<file path="src/setup_bank_defs.vh">
// register offsets, field positions and reset values of the setup configuration bank
`ifndef SETUP_BANK_DEFS_VH
`define SETUP_BANK_DEFS_VH

`define ADDR_W 7
`define DATA_W 16
`define SETUP_BASE 7'h19
`define SETUP_LAST 7'h20
`define SETUP_RESET 16'h0000
`define CHAN_BASE 7'h30
`define CHAN_RESET 11'h000
`define EXC1_MAG_MSB 15
`define EXC1_MAG_LSB 13
`define EXC0_MAG_MSB 12
`define EXC0_MAG_LSB 10
`define BURNOUT_MSB 9
`define BURNOUT_LSB 8
`define POS_REF_BUF_BIT 7
`define NEG_REF_BUF_BIT 6
`define REF_SEL_MSB 5
`define REF_SEL_LSB 4
`define GAIN_MSB 3
`define GAIN_LSB 1
`define BYPASS_BIT 0
`define EXC0_PIN_MSB 3
`define EXC0_PIN_LSB 0
`define EXC1_PIN_MSB 7
`define EXC1_PIN_LSB 4
`define SETUP_IDX_MSB 10
`define SETUP_IDX_LSB 8

`endif

</file>
<file path="src/setup_decode.v">
// decodes one setup word into the analog front-end controls of a channel
`timescale 1ns/100ps
`include "setup_bank_defs.vh"

module setup_decode (
  // selected setup word
  input wire [15:0] setup_word,
  // decoded controls
  output wire [2:0] exc1_magnitude,
  output wire [2:0] exc0_magnitude,
  output wire [1:0] burnout_code,
  output wire pos_ref_buffer_on,
  output wire neg_ref_buffer_on,
  output wire [1:0] ref_select,
  output wire amp_bypass,
  output wire [7:0] amp_gain
);

  wire [2:0] amp_gain_code;

  assign exc1_magnitude = setup_word[`EXC1_MAG_MSB:`EXC1_MAG_LSB];
  assign exc0_magnitude = setup_word[`EXC0_MAG_MSB:`EXC0_MAG_LSB];
  assign burnout_code = setup_word[`BURNOUT_MSB:`BURNOUT_LSB];
  assign pos_ref_buffer_on = setup_word[`POS_REF_BUF_BIT];
  assign neg_ref_buffer_on = setup_word[`NEG_REF_BUF_BIT];
  assign ref_select = setup_word[`REF_SEL_MSB:`REF_SEL_LSB];
  assign amp_bypass = setup_word[`BYPASS_BIT];
  assign amp_gain_code = setup_word[`GAIN_MSB:`GAIN_LSB];
  // gain as a one-hot power of two; bypass forces unity regardless of the code
  assign amp_gain = amp_bypass ? 8'h01 : (8'h01 << amp_gain_code);

endmodule // setup_decode

</file>
<file path="src/setup_config_bank.v">
// setup configuration register bank with per-channel excitation routing
//
// What this block does
// - channel low nibble routes excitation 0 pin
// - next nibble codes 5..15 route excitation 1
// - codes 0..4 route excitation 1 to pins 0..4
// - setup words at 0x19..0x20, reset zero
// - channel uses setup chosen by its index
// - bits 15:13 set excitation 1 magnitude
// - bits 12:10 set excitation 0 magnitude
// - bits 9:8 select burnout current
// - bit 7 enables positive reference buffer
// - bit 6 enables negative reference buffer
// - bits 5:4 select reference pair
// - bits 3:1 gain is two to code
// - bit 0 bypass forces unity gain
`timescale 1ns/100ps
`include "setup_bank_defs.vh"

module setup_config_bank #(
  parameter NUM_SETUPS = 8,
  parameter NUM_CHANNELS = 16,
  parameter PIN_COUNT = 16
) (
  // clock and reset
  input wire clk_sys,
  input wire reset_n,
  input wire clk_en,
  // register port
  input wire [6:0] reg_addr,
  input wire [15:0] reg_wdata,
  input wire reg_wr,
  input wire reg_rd,
  output reg [15:0] reg_rdata,
  // conversion side
  input wire [3:0] conv_channel,
  input wire conv_start,
  // controls for the active conversion
  output reg [PIN_COUNT-1:0] exc0_pin_onehot,
  output reg [PIN_COUNT-1:0] exc1_pin_onehot,
  output reg [2:0] exc1_magnitude,
  output reg [2:0] exc0_magnitude,
  output reg [1:0] burnout_code,
  output reg pos_ref_buffer_on,
  output reg neg_ref_buffer_on,
  output reg [1:0] ref_select,
  output reg amp_bypass,
  output reg [7:0] amp_gain,
  output reg [2:0] active_setup
);

  // ----------------------------------------------------------------
  // storage
  // ----------------------------------------------------------------
  reg [15:0] setup_q [0:NUM_SETUPS-1];
  reg [10:0] chan_q [0:NUM_CHANNELS-1];
  reg [15:0] rdata_d;
  reg [15:0] sel_word;
  reg [10:0] sel_chan;

  wire [2:0] dec_exc1;
  wire [2:0] dec_exc0;
  wire [1:0] dec_burnout;
  wire dec_pbuf;
  wire dec_nbuf;
  wire [1:0] dec_ref;
  wire dec_bypass;
  wire [7:0] dec_gain;
  wire [2:0] sel_idx;
  // register port decode
  wire [6:0] setup_off;
  wire [6:0] chan_off;
  wire [2:0] setup_idx;
  wire [3:0] chan_idx;
  wire [1:0] wr_kind;
  wire [1:0] rd_kind;
  wire conv_take;
  wire [PIN_COUNT-1:0] exc0_pin_d;
  wire [PIN_COUNT-1:0] exc1_pin_d;

  // next values of the conversion controls
  reg [2:0] exc1_mag_d;
  reg [2:0] exc0_mag_d;
  reg [1:0] burnout_d;
  reg pos_buf_d;
  reg neg_buf_d;
  reg [1:0] ref_sel_d;
  reg bypass_d;
  reg [7:0] gain_d;
  reg [2:0] active_setup_d;

  // channel word layout, bits 15:11 read back as zero:
  //   [10:8] setup index, [7:4] excitation 1 pin, [3:0] excitation 0 pin
  localparam KIND_NONE = 2'h0;
  localparam KIND_SETUP = 2'h1;
  localparam KIND_CHAN = 2'h2;

  // ----------------------------------------------------------------
  // address decode
  // ----------------------------------------------------------------
  function is_setup;
    input [6:0] a;
    begin
      is_setup = (a >= `SETUP_BASE) && (a <= `SETUP_LAST);
    end
  endfunction

  function is_chan;
    input [6:0] a;
    begin
      is_chan = (a >= `CHAN_BASE) && (a < `CHAN_BASE + NUM_CHANNELS);
    end
  endfunction

  // one decode serves the write and the read side, so the two never disagree
  function [1:0] addr_kind;
    input [6:0] a;
    begin
      if (is_setup(a)) begin
        addr_kind = KIND_SETUP;
      end else if (is_chan(a)) begin
        addr_kind = KIND_CHAN;
      end else begin
        addr_kind = KIND_NONE;
      end
    end
  endfunction

  // pin index is compared at full width so a PIN_COUNT above 16 never aliases
  function pin_match;
    input [3:0] code;
    input integer k;
    begin
      pin_match = ({28'h0000000, code} == k);
    end
  endfunction

  // ----------------------------------------------------------------
  // register port decode
  // ----------------------------------------------------------------
  // offsets wrap outside their class; the kind gates every use of them
  assign setup_off = reg_addr - `SETUP_BASE;
  assign chan_off = reg_addr - `CHAN_BASE;
  assign setup_idx = setup_off[2:0];
  assign chan_idx = chan_off[3:0];
  assign wr_kind = (clk_en && reg_wr) ? addr_kind(reg_addr) : KIND_NONE;
  assign rd_kind = reg_rd ? addr_kind(reg_addr) : KIND_NONE;

  // ----------------------------------------------------------------
  // setup and channel registers
  // ----------------------------------------------------------------
  genvar g;
  generate
    for (g = 0; g < NUM_SETUPS; g = g + 1) begin : gen_setup
      always @(posedge clk_sys) begin
        if (!reset_n) begin
          setup_q[g] <= `SETUP_RESET;
        end else if (wr_kind == KIND_SETUP && setup_off == g) begin
          setup_q[g] <= reg_wdata;
        end
      end
    end
    for (g = 0; g < NUM_CHANNELS; g = g + 1) begin : gen_chan
      always @(posedge clk_sys) begin
        if (!reset_n) begin
          chan_q[g] <= `CHAN_RESET;
        end else if (wr_kind == KIND_CHAN && chan_off == g) begin
          chan_q[g] <= reg_wdata[10:0];
        end
      end
    end
  endgenerate

  // ----------------------------------------------------------------
  // read path, data one cycle after the strobe
  // ----------------------------------------------------------------
  always @* begin
    // unmapped addresses and idle cycles read as zero
    rdata_d = 16'h0000;
    case (rd_kind)
      KIND_SETUP: begin
        rdata_d = setup_q[setup_idx];
      end
      KIND_CHAN: begin
        rdata_d = {5'h00, chan_q[chan_idx]};
      end
      default: begin
        rdata_d = 16'h0000;
      end
    endcase
  end

  always @(posedge clk_sys) begin
    if (!reset_n) begin
      reg_rdata <= 16'h0000;
    end else if (clk_en) begin
      reg_rdata <= rdata_d;
    end
  end

  // ----------------------------------------------------------------
  // setup selection for a conversion
  // ----------------------------------------------------------------
  always @* begin
    sel_chan = chan_q[conv_channel];
  end

  assign sel_idx = sel_chan[`SETUP_IDX_MSB:`SETUP_IDX_LSB];

  always @* begin
    sel_word = setup_q[sel_idx];
  end

  setup_decode u_decode (
    .setup_word(sel_word),
    .exc1_magnitude(dec_exc1),
    .exc0_magnitude(dec_exc0),
    .burnout_code(dec_burnout),
    .pos_ref_buffer_on(dec_pbuf),
    .neg_ref_buffer_on(dec_nbuf),
    .ref_select(dec_ref),
    .amp_bypass(dec_bypass),
    .amp_gain(dec_gain)
  );

  // ----------------------------------------------------------------
  // excitation routing, two comparators per analog input pin, one per excitation
  // ----------------------------------------------------------------
  genvar p;
  generate
    for (p = 0; p < PIN_COUNT; p = p + 1) begin : gen_pin
      assign exc0_pin_d[p] = pin_match(sel_chan[`EXC0_PIN_MSB:`EXC0_PIN_LSB], p);
      assign exc1_pin_d[p] = pin_match(sel_chan[`EXC1_PIN_MSB:`EXC1_PIN_LSB], p);
    end
  endgenerate

  // ----------------------------------------------------------------
  // conversion controls
  // ----------------------------------------------------------------
  // a conversion start with clk_en low is lost, as is any strobe then
  assign conv_take = clk_en && conv_start;

  // settings are latched at conversion start so a write mid-conversion waits
  always @* begin
    // hold by default; clk_en low also freezes the controls
    exc1_mag_d = exc1_magnitude;
    exc0_mag_d = exc0_magnitude;
    burnout_d = burnout_code;
    pos_buf_d = pos_ref_buffer_on;
    neg_buf_d = neg_ref_buffer_on;
    ref_sel_d = ref_select;
    bypass_d = amp_bypass;
    gain_d = amp_gain;
    active_setup_d = active_setup;
    if (conv_take) begin
      exc1_mag_d = dec_exc1;
      exc0_mag_d = dec_exc0;
      burnout_d = dec_burnout;
      pos_buf_d = dec_pbuf;
      neg_buf_d = dec_nbuf;
      ref_sel_d = dec_ref;
      bypass_d = dec_bypass;
      gain_d = dec_gain;
      active_setup_d = sel_idx;
    end
  end

  // no pin is routed after reset until the first conversion picks one
  always @(posedge clk_sys) begin
    if (!reset_n) begin
      exc0_pin_onehot <= {PIN_COUNT{1'b0}};
      exc1_pin_onehot <= {PIN_COUNT{1'b0}};
    end else if (conv_take) begin
      exc0_pin_onehot <= exc0_pin_d;
      exc1_pin_onehot <= exc1_pin_d;
    end
  end

  always @(posedge clk_sys) begin
    if (!reset_n) begin
      exc1_magnitude <= 3'h0;
      exc0_magnitude <= 3'h0;
      burnout_code <= 2'h0;
      pos_ref_buffer_on <= 1'b0;
      neg_ref_buffer_on <= 1'b0;
      ref_select <= 2'h0;
      amp_bypass <= 1'b0;
      // unity gain, not zero, is the reset state of the gain output
      amp_gain <= 8'h01;
      active_setup <= 3'h0;
    end else begin
      exc1_magnitude <= exc1_mag_d;
      exc0_magnitude <= exc0_mag_d;
      burnout_code <= burnout_d;
      pos_ref_buffer_on <= pos_buf_d;
      neg_ref_buffer_on <= neg_buf_d;
      ref_select <= ref_sel_d;
      amp_bypass <= bypass_d;
      amp_gain <= gain_d;
      active_setup <= active_setup_d;
    end
  end

endmodule // setup_config_bank

</file>
<file path="config.mk">
export PLATFORM = sky130hd
export DESIGN_NAME = setup_config_bank
export DESIGN_NICKNAME = d
export VERILOG_FILES = /design/src/setup_decode.v /design/src/setup_config_bank.v
export VERILOG_INCLUDE_DIRS = /design/src
export SDC_FILE = /design/constraint.sdc
export NUM_CORES = 1
export LEC_CHECK = 0
export BUFFER_PORTS_ARGS = -buffer_cell sky130_fd_sc_hd__buf_2
export CORE_ASPECT_RATIO = 0.8
export CORE_MARGIN = 5
export CORE_UTILIZATION = 30
export CTS_CLUSTER_SIZE = 24
export DETAILED_ROUTE_END_ITERATION = 8
export PLACE_DENSITY = 0.46
export SLEW_MARGIN = 20
export SYNTH_ARGS = -nofsm -noshare
export SYNTH_HDL_FRONTEND = slang
export SYNTH_SLANG_ARGS = --single-unit
</file>
<file path="constraint.sdc">
create_clock -name clk_sys -period 5.56 [get_ports clk_sys]
set_input_delay 1.112 -clock clk_sys [delete_from_list [all_inputs] [get_ports clk_sys]]
set_output_delay 1.112 -clock clk_sys [all_outputs]
set_load 0.1 [all_outputs]
</file>
==> impl_metrics.json <==
{
  "cts_root_buffer": "clkbuf_16",
  "drive_gt1_share_pct": 24.53,
  "worst_pin_slew_ps": 1282,
  "ios": 105,
  "wl_per_cell_um": 26.93,
  "fin_util_pct": 34.97,
  "ys_ff_latch": 376,
  "worst_hold_slack_ps": 455.0,
  "syn-instance-count": 1533,
  "drt_wl_total_um": 67090,
  "fin_worst_skew_ps": 29.94,
  "startpoint_type": "input port",
  "path_cells": "buf_2 > mux2i_1 > mux4_2 > mux2i_4 > mux2i_1 > mux2i_1 > a2111o_1 > o41ai_1",
  "period_share_pct": 68.37,
  "antenna_found_initial": 7,
  "power.density_nw_per_um2": 323.0,
  "tns_ps": 0,
  "cts_made_buffers": 44,
  "synth-main-ff-cell": "edfxtp_1",
  "drt-vias-per-instance": 5.332,
  "rsz0062_at_grt": "no",
  "fmax_mhz": 263.0,
  "grt_max_degree": 45,
  "cts_resized": 0,
  "cts_hold_buf": 0,
  "use_met3_pct": 4.605,
  "io_buffer_count": 104,
  "cp_common_cell": "mux2i_1",
  "max_slew_margin_pct": 14.20,
  "cts_tree": "done",
  "ant_nets": 0,
  "crit_arrival_ps": 4270,
  "use_met2_pct": 27.54,
  "yosysWarnings": 0,
  "postSynthAreaPerCell_um2": 12.66,
  "area_growth_pct": 15.49,
  "synth_seq_area_share_pct": 54.48,
  "synth_cell_type_count": 51,
  "start_util_pct": 30.28,
  "h-tree-depth": 2,
  "critPathKind": "in2reg",
  "layout_commonest_cell": "and2_1",
  "hpwl_um": 44600,
  "critPathMaxStageDelay_ps": 600,
  "finalPower_mw": 7.237,
  "leakage_nw": 8.087,
  "fin_crit_ps": 3802,
  "cp_data_required_time_ps": 6030,
  "slowest_stage": "mux4_2",
  "report.final.slew_viol_count": 0,
  "hold_viol": 0,
  "grtUsageMet1_pct": 27.70,
  "cts_buffer_depth": 3,
  "endpoint_kind": "register",
  "dieArea_um2": 69890,
  "crit_family": "multiplexers",
  "worst_ir_drop_vdd_v": 0.0001878,
  "syn_nets": 1571,
  "final_cell_mix": "and2_1 (310), edfxtp_1 (304), nand2_1 (144), mux4_2 (135), buf_2 (102)",
  "placed_cell_area_um2": 20970,
  "synth_top_area_cell": "edfxtp_1",
  "grt.busiest_layer": "met1",
  "status": "finished clean",
  "die_y_um": 237.5,
  "setup_viol": 0,
  "core_um2": 64080,
  "grt_pass1_vias": 12940,
  "synth_area_leaders": "edfxtp_1 (47%), mux4_2 (16%), and2_1 (10%), dfxtp_1 (7.4%), nand2_1 (2.8%)",
  "netlist_area_um2": 19400,
  "final_area_um2": 22410,
  "fp-row-count": 83,
  "place.gp.congestion": 0.8191,
  "clkSinkCount": 376,
  "dieWidth_um": 294.3,
  "cts_setup_buffers": 0,
  "insertion_delay_ps": 590,
  "grt_pass1_wl_um": 95900,
  "vias": 13280,
  "layout.nets": 1643,
  "gr-total-overflow": 0,
  "drc": 0,
  "synth_edf_count": 304,
  "hold_class": "reg2reg",
  "netlist.area_leader.share_pct": 47.05,
  "maxCapViolCount": 0,
  "path_buf_inv": 1,
  "cts.clk_slew.worst_paths_ps": 60,
  "drt_iter0_drc": 1348,
  "dr.pass1.iters": 5,
  "grt_usage_pct": 18.83,
  "async_flop_share_pct": 0,
  "critPathMaxFanout": 19
}
[logic make-up (layout without fill, tap and decap cells)]
logic type / after synthesis / count (layout) / synth area share [%]
fa+ha+maj: 5 / 5 / 0.3224
compound gates: 152 / 152 / 5.507
flops: 376 / 376 / 54.48
mux: 188 / 188 / 18.60
buf+inv: 158 / 264 / 3.289
xor+xnor: 1 / 1 / 0.04515
other cells: 0 / 2 / 0
simple gates: 653 / 653 / 17.75
[path summary, 6_finish.rpt]
path	end	start	cells past startpoint	slack, ps
setup / recovery	amp_gain[5]$_SDFFE_PN0P_	conv_channel[3]	8	1760
hold / removal	active_setup[0]$_SDFFE_PN0P_	active_setup[0]$_SDFFE_PN0P_	2	450
setup reg to reg	amp_gain[5]$_SDFFE_PN0P_	chan_q[14][10]$_SDFFCE_PN0P_	7	2450
hold reg to reg	active_setup[0]$_SDFFE_PN0P_	active_setup[0]$_SDFFE_PN0P_	2	450
[cells in the mapped netlist (all sizes together), types with 7 or more instances]
cell,instances
and2,310
o21ai,46
o221ai,11
inv,27
a22oi,31
mux2i,42
mux2,11
nor2b,10
nand2b,7
dfxtp,72
a311o,13
edfxtp,304
and3,12
nand3,47
o41ai,7
nor2,94
a31oi,12
nor3,8
a21oi,9
clkbuf,94
buf,37
nand2,145
mux4,135
[flip-flops by register name, indices dropped and copies added (netlist names), 2 cells and up]
name	flops
setup_q	128
chan_q	176
exc0_magnitude	3
ref_select	2
active_setup	3
amp_gain	8
burnout_code	2
exc0_pin_onehot	16
reg_rdata	16
exc1_pin_onehot	16
exc1_magnitude	3
[tightest hold or removal path: stages (launching register included)]
cell and delay, ps:
dfxtp_1 310, nand2_1 50, a21oi_1 50
[routing by layer]
metal | wire length [µm] | up-vias | part of all wire, %
li1 | - | 5815 | -
met1 | 30880 | 6827 | 46
met2 | 28770 | 543 | 43
met3 | 5459 | 94 | 8.1
met4 | 1955 | 4 | 2.9
met5 | 24 | - | 0.036
[metrics by stage]
| stage | setup slack [ps] | std cells |
|---|---|---|
| after floorplan | 534.7 | 1533 |
| after global placement | 1341 | 2409 |
| after detailed placement | 1174 | 2409 |
| after CTS | 1799 | 2489 |
| after global routing | 1584 | 2489 |
| final | 1758 | 2491 |
[where the power goes]
group	internal, mW	total [mW]	switching (mW)
clock network	1.70	2.88	1.18
registers	3.17	3.25	0.0818
logic	0.362	1.10	0.740
total	5.23	7.24	2.01
[cell type report]
| cell class | instances | area (µm²) |
|---|---|---|
| fillers | 6158 | 41670 |
| flip-flops and latches | 376 | 10570 |
| multi-input cells | 999 | 8324 |
| clock buffers | 68 | 1295 |
| well taps | 850 | 1064 |
| repair buffers | 157 | 927.1 |
| clock inverters | 12 | 121.4 |
| inverters | 27 | 101.3 |
| diodes | 2 | 5.005 |
Note: power is estimated with default switching activity, not from simulation.
